--- src/pkg/ddc_pkg.sv ---
`default_nettype none
package ddc_pkg;

	// ----------------------------------------------------------------
	// clocking and timing
	// ----------------------------------------------------------------
	localparam int SYS_NS     = 20;
	localparam int CK_DIV     = 4;
	localparam int CK_NS      = SYS_NS * CK_DIV;
	localparam int TRP_NS     = 15;
	localparam int TWR_NS     = 15;
	localparam int TRP_CK     = (TRP_NS + CK_NS - 1) / CK_NS;
	localparam int TWR_CK     = (TWR_NS + CK_NS - 1) / CK_NS;
	localparam int TDAL_CK    = TWR_CK + TRP_CK;
	localparam int TMRD_CK    = 2;
	localparam int DLL_CK     = 200;
	localparam int REF_GAP_CK = 8;
	localparam int INIT_US    = 200;
	localparam int INIT_CYC   = (INIT_US * 1000 + SYS_NS - 1) / SYS_NS;

	localparam logic [7:0] GAP_RP   = 8'(TRP_CK - 1);
	localparam logic [7:0] GAP_MRD  = 8'(TMRD_CK - 1);
	localparam logic [7:0] GAP_DLL  = 8'(DLL_CK - 1);
	localparam logic [7:0] GAP_REF  = 8'(REF_GAP_CK - 1);
	localparam logic [3:0] BLK_DAL  = 4'(TDAL_CK);
	localparam logic [3:0] BLK_RP   = 4'(TRP_CK);

	// ----------------------------------------------------------------
	// pin encodings {cs_n, ras_n, cas_n, we_n}
	// ----------------------------------------------------------------
	localparam logic [3:0] P_DESEL = 4'hf;
	localparam logic [3:0] P_NOP   = 4'h7;
	localparam logic [3:0] P_MRS   = 4'h0;
	localparam logic [3:0] P_REF   = 4'h1;
	localparam logic [3:0] P_PRE   = 4'h2;
	localparam logic [3:0] P_ACT   = 4'h3;
	localparam logic [3:0] P_WR    = 4'h4;
	localparam logic [3:0] P_RD    = 4'h5;
	localparam logic [3:0] P_BST   = 4'h6;
	localparam int         AP_BIT  = 10;
	localparam int         DLLR_BIT = 8;

	// ----------------------------------------------------------------
	// software commands and register map
	// ----------------------------------------------------------------
	localparam logic [3:0] C_NOP  = 4'h0;
	localparam logic [3:0] C_ACT  = 4'h1;
	localparam logic [3:0] C_RD   = 4'h2;
	localparam logic [3:0] C_WR   = 4'h3;
	localparam logic [3:0] C_PRE  = 4'h4;
	localparam logic [3:0] C_REF  = 4'h5;
	localparam logic [3:0] C_SREF = 4'h6;
	localparam logic [3:0] C_PD   = 4'h7;
	localparam logic [3:0] C_EXIT = 4'h8;
	localparam logic [3:0] C_BST  = 4'h9;
	localparam logic [3:0] C_MRS  = 4'ha;
	localparam logic [3:0] C_EMRS = 4'hb;

	localparam logic [7:0] OFS_CMD    = 8'h00;
	localparam logic [7:0] OFS_ADDR   = 8'h04;
	localparam logic [7:0] OFS_WDATA  = 8'h08;
	localparam logic [7:0] OFS_WMASK  = 8'h0c;
	localparam logic [7:0] OFS_MODE   = 8'h10;
	localparam logic [7:0] OFS_EMODE  = 8'h14;
	localparam logic [7:0] OFS_STATUS = 8'h18;
	localparam logic [7:0] OFS_RDATA  = 8'h1c;
	localparam int         ST_ERR     = 2;
	localparam int         ST_RDONE   = 5;

	typedef struct packed {
		logic [3:0]  ctl;
		logic [1:0]  ba;
		logic [12:0] a;
	} ddc_pins_t;

	localparam ddc_pins_t PINS_RST = '{ctl: P_DESEL, ba: 2'h0, a: 13'h0000};

endpackage
`default_nettype wire

--- src/rtl/ddc_ctrl.sv ---
// Chosen here: the plain strobed port and the address map.
`timescale 1ns/10ps
`default_nettype none
module ddc_ctrl #(
	parameter int unsigned INIT_WAIT_CYC = ddc_pkg::INIT_CYC
) (
	input  wire logic               sys_clk,
	input  wire logic               rst,
	input  wire logic               clk_en,
	input  wire logic [7:0]         reg_addr,
	input  wire logic [31:0]        reg_wdata,
	input  wire logic               reg_wr,
	input  wire logic               reg_rd,
	output logic      [31:0]        reg_rdata,
	output logic                    ddr_ck,
	output logic                    ddr_ck_n,
	output logic                    ddr_cke,
	output ddc_pkg::ddc_pins_t      ddr_pins,
	input  wire logic [15:0]        ddr_dq_i,
	output logic      [15:0]        ddr_dq_o,
	output logic                    ddr_dq_oe,
	output logic      [1:0]         ddr_dm,
	input  wire logic               ddr_dqs_i,
	output logic                    ddr_dqs_o,
	output logic                    ddr_dqs_oe
);
	import ddc_pkg::*;

	// ----------------------------------------------------------------
	// state
	// ----------------------------------------------------------------
	typedef enum logic [3:0] {
		I_WAIT, I_CKE, I_PRE1, I_EMRS, I_MRS_RST, I_PRE2, I_REF1, I_REF2, I_MRS, I_DONE
	} ddc_init_t;

	typedef struct packed {
		logic [1:0]      ph;
		logic            ck;
		logic            ck_n;
		logic            cke;
		ddc_pins_t       pins;
		ddc_init_t       init;
		logic [15:0]     cnt;
		logic [7:0]      gap;
		logic [3:0]      open;
		logic [3:0][3:0] blk;
		logic            pd;
		logic            sr;
		logic            err;
		logic            pend;
		logic [6:0]      cmd;
		logic [12:0]     addr;
		logic [31:0]     wdata;
		logic [3:0]      wmask;
		logic [12:0]     mode;
		logic [12:0]     emode;
		logic [2:0]      wseq;
		logic            wap;
		logic [1:0]      wbank;
		logic            rd_pend;
		logic            rd_done;
		logic            rd_rise;
		logic            dqs_prev;
		logic [31:0]     rbuf;
		logic [31:0]     rdata;
		logic [15:0]     dq_o;
		logic            dq_oe;
		logic [1:0]      dm;
		logic            dqs_o;
		logic            dqs_oe;
	} ddc_st_t;

	ddc_st_t    s_r;
	ddc_st_t    s_nxt;
	logic [15:0] dq_s;
	logic        dqs_s;

	ddc_sync3 #(.W(16)) u_sync_dq (
		.clk (sys_clk),
		.rst (rst),
		.ce  (clk_en),
		.d   (ddr_dq_i),
		.q   (dq_s)
	);

	ddc_sync3 #(.W(1)) u_sync_dqs (
		.clk (sys_clk),
		.rst (rst),
		.ce  (clk_en),
		.d   (ddr_dqs_i),
		.q   (dqs_s)
	);

	function automatic ddc_pins_t pins_f(input logic [3:0] ctl, input logic [1:0] ba, input logic [12:0] a);
		pins_f = '{ctl: ctl, ba: ba, a: a};
	endfunction

	// ----------------------------------------------------------------
	// next state
	// ----------------------------------------------------------------
	always_comb begin
		logic       tick;
		logic [3:0] code;
		logic [1:0] bank;
		logic       ap;
		tick  = (s_r.ph == 2'h1);
		code  = s_r.cmd[3:0];
		bank  = s_r.cmd[5:4];
		ap    = s_r.cmd[6];
		s_nxt = s_r;
		s_nxt.ph    = s_r.ph + 2'h1;
		s_nxt.ck    = ~s_nxt.ph[1];
		s_nxt.ck_n  = s_nxt.ph[1];
		s_nxt.rdata = '0;

		if (reg_wr) begin
			case (reg_addr)
				OFS_CMD: begin
					s_nxt.cmd  = reg_wdata[6:0];
					s_nxt.pend = 1'b1;
				end
				OFS_ADDR:   s_nxt.addr  = reg_wdata[12:0];
				OFS_WDATA:  s_nxt.wdata = reg_wdata;
				OFS_WMASK:  s_nxt.wmask = reg_wdata[3:0];
				OFS_MODE:   s_nxt.mode  = reg_wdata[12:0];
				OFS_EMODE:  s_nxt.emode = reg_wdata[12:0];
				OFS_STATUS: begin
					if (reg_wdata[ST_ERR]) s_nxt.err = 1'b0;
					if (reg_wdata[ST_RDONE]) s_nxt.rd_done = 1'b0;
				end
				default: ;
			endcase
		end
		if (reg_rd) begin
			case (reg_addr)
				OFS_CMD:    s_nxt.rdata = {25'h0, s_r.cmd};
				OFS_ADDR:   s_nxt.rdata = {19'h0, s_r.addr};
				OFS_WDATA:  s_nxt.rdata = s_r.wdata;
				OFS_WMASK:  s_nxt.rdata = {28'h0, s_r.wmask};
				OFS_MODE:   s_nxt.rdata = {19'h0, s_r.mode};
				OFS_EMODE:  s_nxt.rdata = {19'h0, s_r.emode};
				OFS_STATUS: s_nxt.rdata = {20'h0, s_r.open, 1'b0, (s_r.wseq != 3'h0), s_r.rd_done,
					s_r.sr, s_r.pd, s_r.err, s_r.pend, (s_r.init == I_DONE)};
				OFS_RDATA:  s_nxt.rdata = s_r.rbuf;
				default:    s_nxt.rdata = '0;
			endcase
		end

		// read capture on synchronised strobe edges
		s_nxt.dqs_prev = dqs_s;
		if (s_r.rd_pend && dqs_s && !s_r.dqs_prev) begin
			s_nxt.rbuf[15:0] = dq_s;
			s_nxt.rd_rise    = 1'b1;
		end
		// a strobe left high by the last burst must not pass for the second beat
		if (s_r.rd_pend && s_r.rd_rise && !dqs_s && s_r.dqs_prev) begin
			s_nxt.rbuf[31:16] = dq_s;
			s_nxt.rd_rise     = 1'b0;
			s_nxt.rd_pend     = 1'b0;
			s_nxt.rd_done     = 1'b1;
		end

		// write burst of two beats, data centred on the strobe edges
		if (s_r.wseq != 3'h0) begin
			s_nxt.wseq = s_r.wseq + 3'h1;
			case (s_r.wseq)
				3'h1: begin
					s_nxt.dqs_oe = 1'b1;
					s_nxt.dqs_o  = 1'b0;
				end
				3'h2: begin
					s_nxt.dq_oe = 1'b1;
					s_nxt.dq_o  = s_r.wdata[15:0];
					s_nxt.dm    = s_r.wmask[1:0];
				end
				3'h3: s_nxt.dqs_o = 1'b1;
				3'h4: begin
					s_nxt.dq_o = s_r.wdata[31:16];
					s_nxt.dm   = s_r.wmask[3:2];
				end
				3'h5: s_nxt.dqs_o = 1'b0;
				3'h6: begin
					s_nxt.dq_oe = 1'b0;
					s_nxt.dm    = 2'h0;
				end
				default: begin
					s_nxt.dqs_oe = 1'b0;
					s_nxt.wseq   = 3'h0;
					if (s_r.wap) s_nxt.blk[s_r.wbank] = BLK_DAL;
				end
			endcase
		end

		if (s_r.init == I_WAIT && s_r.cnt != 16'hffff) begin
			s_nxt.cnt = s_r.cnt + 16'h0001;
		end

		// command slot: one per link clock, changed while the link clock is low
		if (tick) begin
			s_nxt.pins.ctl = s_r.cke ? P_NOP : s_r.pins.ctl;
			if (!s_r.cke && !s_r.sr) s_nxt.pins.ctl = (s_r.init == I_DONE) ? P_NOP : P_DESEL;
			for (int b = 0; b < 4; b++) begin
				if (s_r.blk[b] != 4'h0) s_nxt.blk[b] = s_r.blk[b] - 4'h1;
			end
			if (s_r.gap != 8'h00) begin
				s_nxt.gap = s_r.gap - 8'h01;
			end else begin
				case (s_r.init)
					I_WAIT: begin
						if (32'(s_r.cnt) >= INIT_WAIT_CYC - 1) s_nxt.init = I_CKE;
					end
					I_CKE: begin
						s_nxt.pins = pins_f(P_NOP, 2'h0, 13'h0000);
						s_nxt.cke  = 1'b1;
						s_nxt.init = I_PRE1;
					end
					I_PRE1, I_PRE2: begin
						s_nxt.pins = pins_f(P_PRE, 2'h0, 13'h0400);
						s_nxt.gap  = GAP_RP;
						s_nxt.open = 4'h0;
						s_nxt.init = (s_r.init == I_PRE1) ? I_EMRS : I_REF1;
					end
					I_EMRS: begin
						s_nxt.pins = pins_f(P_MRS, 2'h1, s_r.emode);
						s_nxt.gap  = GAP_MRD;
						s_nxt.init = I_MRS_RST;
					end
					I_MRS_RST: begin
						s_nxt.pins = pins_f(P_MRS, 2'h0, s_r.mode);
						s_nxt.pins.a[DLLR_BIT] = 1'b1;
						s_nxt.gap  = GAP_DLL;
						s_nxt.init = I_PRE2;
					end
					I_REF1, I_REF2: begin
						s_nxt.pins = pins_f(P_REF, 2'h0, 13'h0000);
						s_nxt.gap  = GAP_REF;
						s_nxt.init = (s_r.init == I_REF1) ? I_REF2 : I_MRS;
					end
					I_MRS: begin
						s_nxt.pins = pins_f(P_MRS, 2'h0, s_r.mode);
						s_nxt.pins.a[DLLR_BIT] = 1'b0;
						s_nxt.gap  = GAP_MRD;
						s_nxt.init = I_DONE;
					end
					I_DONE: begin
						if (s_r.pend) begin
							// a new command written in this cycle stays pending
							if (!(reg_wr && reg_addr == OFS_CMD)) s_nxt.pend = 1'b0;
							if (s_r.pd || s_r.sr) begin
								if (code == C_EXIT) begin
									s_nxt.pins = pins_f(P_NOP, 2'h0, 13'h0000);
									s_nxt.cke  = 1'b1;
									s_nxt.pd   = 1'b0;
									s_nxt.sr   = 1'b0;
									if (s_r.sr) s_nxt.gap = GAP_DLL;
								end else begin
									s_nxt.err = 1'b1;
								end
							end else begin
								case (code)
									C_NOP: s_nxt.pins = pins_f(P_NOP, 2'h0, 13'h0000);
									C_ACT: begin
										if (!s_r.open[bank] && s_r.blk[bank] == 4'h0) begin
											s_nxt.pins = pins_f(P_ACT, bank, s_r.addr);
											s_nxt.open[bank] = 1'b1;
										end else begin
											s_nxt.err = 1'b1;
										end
									end
									C_RD, C_WR: begin
										if (s_r.open[bank] && s_r.wseq == 3'h0 && !s_r.rd_pend) begin
											s_nxt.pins = pins_f((code == C_WR) ? P_WR : P_RD, bank, s_r.addr);
											s_nxt.pins.a[AP_BIT] = ap;
											if (ap) s_nxt.open[bank] = 1'b0;
											if (code == C_WR) begin
												s_nxt.wseq  = 3'h1;
												s_nxt.wap   = ap;
												s_nxt.wbank = bank;
											end else begin
												s_nxt.rd_pend = 1'b1;
												s_nxt.rd_rise = 1'b0;
												if (ap) s_nxt.blk[bank] = BLK_DAL;
											end
										end else begin
											s_nxt.err = 1'b1;
										end
									end
									C_PRE: begin
										s_nxt.pins = pins_f(P_PRE, bank, 13'h0000);
										s_nxt.pins.a[AP_BIT] = ap;
										if (ap) s_nxt.open = 4'h0;
										else s_nxt.open[bank] = 1'b0;
										for (int b = 0; b < 4; b++) begin
											if (ap || bank == 2'(b)) s_nxt.blk[b] = BLK_RP;
										end
									end
									C_REF, C_SREF: begin
										if (s_r.open == 4'h0) begin
											s_nxt.pins = pins_f(P_REF, 2'h0, 13'h0000);
											s_nxt.gap  = GAP_REF;
											if (code == C_SREF) begin
												s_nxt.cke = 1'b0;
												s_nxt.sr  = 1'b1;
											end
										end else begin
											s_nxt.err = 1'b1;
										end
									end
									C_PD: begin
										s_nxt.pins = pins_f(P_NOP, 2'h0, 13'h0000);
										s_nxt.cke  = 1'b0;
										s_nxt.pd   = 1'b1;
									end
									C_BST: s_nxt.pins = pins_f(P_BST, 2'h0, 13'h0000);
									C_MRS, C_EMRS: begin
										if (s_r.open == 4'h0 && s_r.wseq == 3'h0) begin
											s_nxt.pins = pins_f(P_MRS, {1'b0, code == C_EMRS},
												(code == C_EMRS) ? s_r.emode : s_r.mode);
											s_nxt.gap  = GAP_MRD;
										end else begin
											s_nxt.err = 1'b1;
										end
									end
									default: s_nxt.err = 1'b1;
								endcase
							end
						end
					end
					default: s_nxt.init = I_WAIT;
				endcase
			end
		end
	end

	always_ff @(posedge sys_clk or posedge rst) begin
		if (rst) begin
			s_r      <= '0;
			s_r.pins <= PINS_RST;
			s_r.ck_n <= 1'b1;
			s_r.init <= I_WAIT;
		end else if (clk_en) begin
			s_r <= s_nxt;
		end
	end

	// ----------------------------------------------------------------
	// outputs
	// ----------------------------------------------------------------
	assign reg_rdata  = s_r.rdata;
	assign ddr_ck     = s_r.ck;
	assign ddr_ck_n   = s_r.ck_n;
	assign ddr_cke    = s_r.cke;
	assign ddr_pins   = s_r.pins;
	assign ddr_dq_o   = s_r.dq_o;
	assign ddr_dq_oe  = s_r.dq_oe;
	assign ddr_dm     = s_r.dm;
	assign ddr_dqs_o  = s_r.dqs_o;
	assign ddr_dqs_oe = s_r.dqs_oe;

	logic mrs_on;
	logic ref_on;
	logic act_on;
	logic rw_on;
	assign mrs_on = (s_r.pins.ctl == P_MRS);
	assign ref_on = (s_r.pins.ctl == P_REF);
	assign act_on = (s_r.pins.ctl == P_ACT);
	assign rw_on  = (s_r.pins.ctl == P_RD) || (s_r.pins.ctl == P_WR);
endmodule // ddc_ctrl
`default_nettype wire

--- src/rtl/ddc_sync3.sv ---
`timescale 1ns/10ps
`default_nettype none
module ddc_sync3 #(
	parameter int W = 1
) (
	input  wire logic         clk,
	input  wire logic         rst,
	input  wire logic         ce,
	input  wire logic [W-1:0] d,
	output logic      [W-1:0] q
);
	typedef struct packed {
		logic [W-1:0] s1;
		logic [W-1:0] s2;
		logic [W-1:0] s3;
		logic [W-1:0] q;
	} ddc_sync_st_t;

	ddc_sync_st_t s_r;
	ddc_sync_st_t s_nxt;

	always_comb begin
		s_nxt    = s_r;
		s_nxt.s1 = d;
		s_nxt.s2 = s_r.s1;
		s_nxt.s3 = s_r.s2;
		// only a level seen twice counts, so a sample caught mid-edge is ignored
		if (s_r.s2 == s_r.s3) begin
			s_nxt.q = s_r.s3;
		end
	end

	always_ff @(posedge clk or posedge rst) begin
		if (rst) begin
			s_r <= '0;
		end else if (ce) begin
			s_r <= s_nxt;
		end
	end

	assign q = s_r.q;
endmodule // ddc_sync3
`default_nettype wire

--- config.mk ---
export PLATFORM = sky130hd
export DESIGN_NAME = ddc_ctrl
export DESIGN_NICKNAME = d
export VERILOG_FILES = /design/src/pkg/ddc_pkg.sv /design/src/rtl/ddc_ctrl.sv /design/src/rtl/ddc_sync3.sv
export SDC_FILE = /design/constraint.sdc
export NUM_CORES = 1
export LEC_CHECK = 0
export BUFFER_PORTS_ARGS = -buffer_cell sky130_fd_sc_hd__buf_2
export CORE_MARGIN = 8
export CORE_UTILIZATION = 55
export CTS_CLUSTER_DIAMETER = 120
export DETAILED_ROUTE_END_ITERATION = 10
export GPL_ROUTABILITY_DRIVEN = 0
export GPL_TIMING_DRIVEN = 0
export PLACE_DENSITY = 0.8
export SETUP_SLACK_MARGIN = 0.05
export SKIP_LAST_GASP = 1
export SYNTH_ARGS = -nofsm -noshare
export SYNTH_HDL_FRONTEND = slang
export SYNTH_SLANG_ARGS = --single-unit
--- constraint.sdc ---
create_clock -name sys_clk -period 10.4 [get_ports sys_clk]
set_input_delay 1.56 -clock sys_clk [delete_from_list [all_inputs] [get_ports sys_clk]]
set_output_delay 1.56 -clock sys_clk [all_outputs]
set_load 0.02 [all_outputs]
==> reports/results.tsv <==
metric	value	unit
status	completed	
ys_seq_area_share	48.83	%
post_synth.cell_area_avg	10.54	sq um
h-tree-depth	2	
synth_top_area_share	48.03	%
dieArea	35730	sq um
synth_flop_cell	dfrtp_1	
cpMaxStageDelayCell	nor4_1	
max-vdd-ir-drop	0.1527	mV
firstDrtPassIters	6	
min_path_type	reg -> reg	
synth_edf_count	0	
placed_cell_area	17800	sq um
synth_common_cells	dfrtp_1 (316), mux2_2 (191), nand2_1 (118)	
fin_crit_sh	38.16	%
instances_no_fill	2154	
netlist_area	16460	sq um
yosysUniqueCellTypes	79	
fin_setup_tns	0	ns
drive_above_1_share	28.12	%
drt-total-wl	47.22	mm
grt_pass1_wl	75.34	mm
num_vias	13540	
cts_buffers	35	
maxSlewViolCount	0	
r2r_start	s_r[92]$_DFFE_PP0P_	
grt_max_degree	44	
rows	63	
detail-route-antenna-nets	0	
finClkSkew	0.02844	ns
clockRootBuffer	clkbuf_16	
nNetsFinal	1817	
wire_per_inst	21.92	um
postCtsSetupRepairBufs	0	
fmax	0.2520	GHz
portBuffers	136	
ys_async_sr_fraction	100.0	%
syn_to_final_growth	15.43	%
cp-start-kind	input pin	
critPathCaptureType	register	
die_x	189.0	um
insertedDiodeCount	0	
path_cells	buf_2 > nor4_1 > and3_1 > nand3_1 > buf_1 > mux2_2	
setup-violations-final	0	
cap_viol_max_count	0	
hold_viol	0	
clock-sinks	321	
cts_tree	yes	
fin_crit	3.969	ns
syn_inst	1562	
drt_iter0_drc	1338	
start_util	55.70	%
overflow	0	
cts_buffer_depth	3	
crit_path_start	reg_addr[5]	
post-route-drc-count	0	
post-synth-top-count-cell	dfrtp_1	
grt_usage	26.15	%
worstMarginPinSlew	1.318	ns
pin_count	137	
dp_cells	2096	
arrival	4.36	ns
hold_buffers	0	
p_leak	0.008694	uW
critPathRequiredTime	10.79	ns
vias_per_cell	6.288	
slowest_delay	1.09	ns
grt_setup_unrepaired	false	
clock_latency	0.53	ns
yosysWarnings	0	
worstHoldStart	s_r[219]$_DFFE_PP0P_	
coreArea	29560	sq um
cts_resized	0	
slew_headroom	11.34	%
yosys-top-cells-area	dfrtp_1 (48%), mux2_2 (13%), buf_4 (3.2%)	
antenna_found_initial	0	
dp_hpwl	34.35	mm
synth-seq-cells	321	
fin_util	64.30	%
die_h	189.0	um
crit_fanout	10	
grt_pass1_vias	13710	
criticalPathCategory	in -> reg	
path_clk_slew	0.06	ns
syn_nets	1636	
p_per_area	182.4	nW/um^2
fin_area	19010	sq um
yosysTopAreaCell	dfrtp_1	
==> stage by stage <==
step | hold WS, ns | power (uW) | worst slack, ns
final | 0.4657 | 3466 | 6.432
after global routing | 0.4887 | 3607 | 6.341
after CTS | 0.4720 | 3467 | 6.547
after detailed placement | 0.4619 | 2167 | 5.999
after global placement | 0.4552 | 2125 | 2.794
after floorplan | 0.4388 | 1949 | 4.563
==> cell families after synthesis <==
kind of cell               count (synthesis)  synth area share (%)
xor gates and xnor gates                  34                 1.809
AOI/OAI and AO/OA                        383                 14.88
adders and majority gates                 13                0.9727
muxes                                    221                 14.96
and+or+nand+nor                          367                 11.51
buffers and inverters                    223                 7.037
DFF                                      321                 48.83
==> path summary, 6_finish.rpt <==
kind	end	slack (ns)	cells after the start
setup / recovery	s_r[138]$_DFFE_PP0P_	6.43	6
hold / removal	s_r[219]$_DFFE_PP0P_	0.47	1
setup reg to reg	ddr_pins[1]$_DFFE_PP0P_	7.13	10
hold reg to reg	s_r[219]$_DFFE_PP0P_	0.47	1
max in group asynchronous	ddr_dq_o[4]$_DFFE_PP0P_	7.98	6
min in group asynchronous	u_sync_dqs.s_nxt[2]$_DFFE_PP0P_	1.06	2
==> registers in the layout (all words and copies together), names as in the netlist <==
register / cells
ddr_ck: 1
ddr_ck_n: 1
ddr_cke: 1
ddr_dm: 2
ddr_dq_o: 16
ddr_dq_oe: 1
ddr_dqs_o: 1
ddr_dqs_oe: 1
ddr_pins: 19
reg_rdata: 32
s_r: 178
u_sync_dq.q: 16
u_sync_dq.s_nxt: 32
u_sync_dq.s_r: 16
u_sync_dqs.q: 1
u_sync_dqs.s_nxt: 2
u_sync_dqs.s_r: 1
==> report_power, final <==
group          leakage (uW)  internal, uW  switching, uW
logic               0.00386           271            397
clock network      0.000596           799            502
registers           0.00424          1370            123
==> worst max-delay path, delay by kind of cell <==
kind	cells	cell delay (ns)
AND/OR/NAND/NOR	3	1.75
buffers and inverters	2	0.62
multiplexers	1	0.42
==> cell usage in the layout (no fill, tap or decap), drive strengths merged, types with 5 or more instances in the layout <==
cell | synthesis | routed
a211oi | 7 | 7
a21o | 11 | 11
nand2 | 118 | 118
mux2 | 191 | 191
nand3 | 36 | 36
bufinv | 0 | 5
or4 | 6 | 6
or3 | 6 | 6
o31ai | 17 | 17
nor2 | 56 | 56
clkinv | 0 | 7
a32o | 5 | 5
nand2b | 16 | 16
a31oi | 14 | 14
xnor2 | 27 | 27
inv | 64 | 64
a21boi | 9 | 9
dfstp | 5 | 5
nor2b | 10 | 10
o221ai | 12 | 12
nor4 | 18 | 18
mux2i | 29 | 29
dfrtp | 316 | 316
xor2 | 7 | 7
o22ai | 32 | 32
nor3b | 15 | 15
and2 | 6 | 6
a21oi | 82 | 82
and3 | 14 | 14
o21ai | 105 | 105
buf | 92 | 236
a22o | 6 | 6
ha | 12 | 12
clkbuf | 67 | 112
a222oi | 9 | 9
nor3 | 29 | 29
nand4 | 14 | 14
a22oi | 45 | 45
==> metal layers <==
| layer | vias up | GRT usage [%] | part of all wire (%) |
|---|---|---|---|
| met4 | 0 | 11.43 | 4.5 |
| met3 | 164 | 4.765 | 8.3 |
| met5 | - | 0 | 0 |
| met2 | 741 | 41.92 | 47 |
| met1 | 6666 | 34.45 | 40 |
| li1 | 5973 | - | - |
==> layout make-up <==
type,count,area [sq um]
buffer,159,918.4
clock inverter,13,209.0
inverter,64,244.0
clock buffer,45,994.7
sequential,321,8039
tap,390,488.0
fill,2266,10550
timing repair buffer,144,840.8
multi-input combinational,1018,7272
No activity file was read; power rests on OpenSTA's default activity.
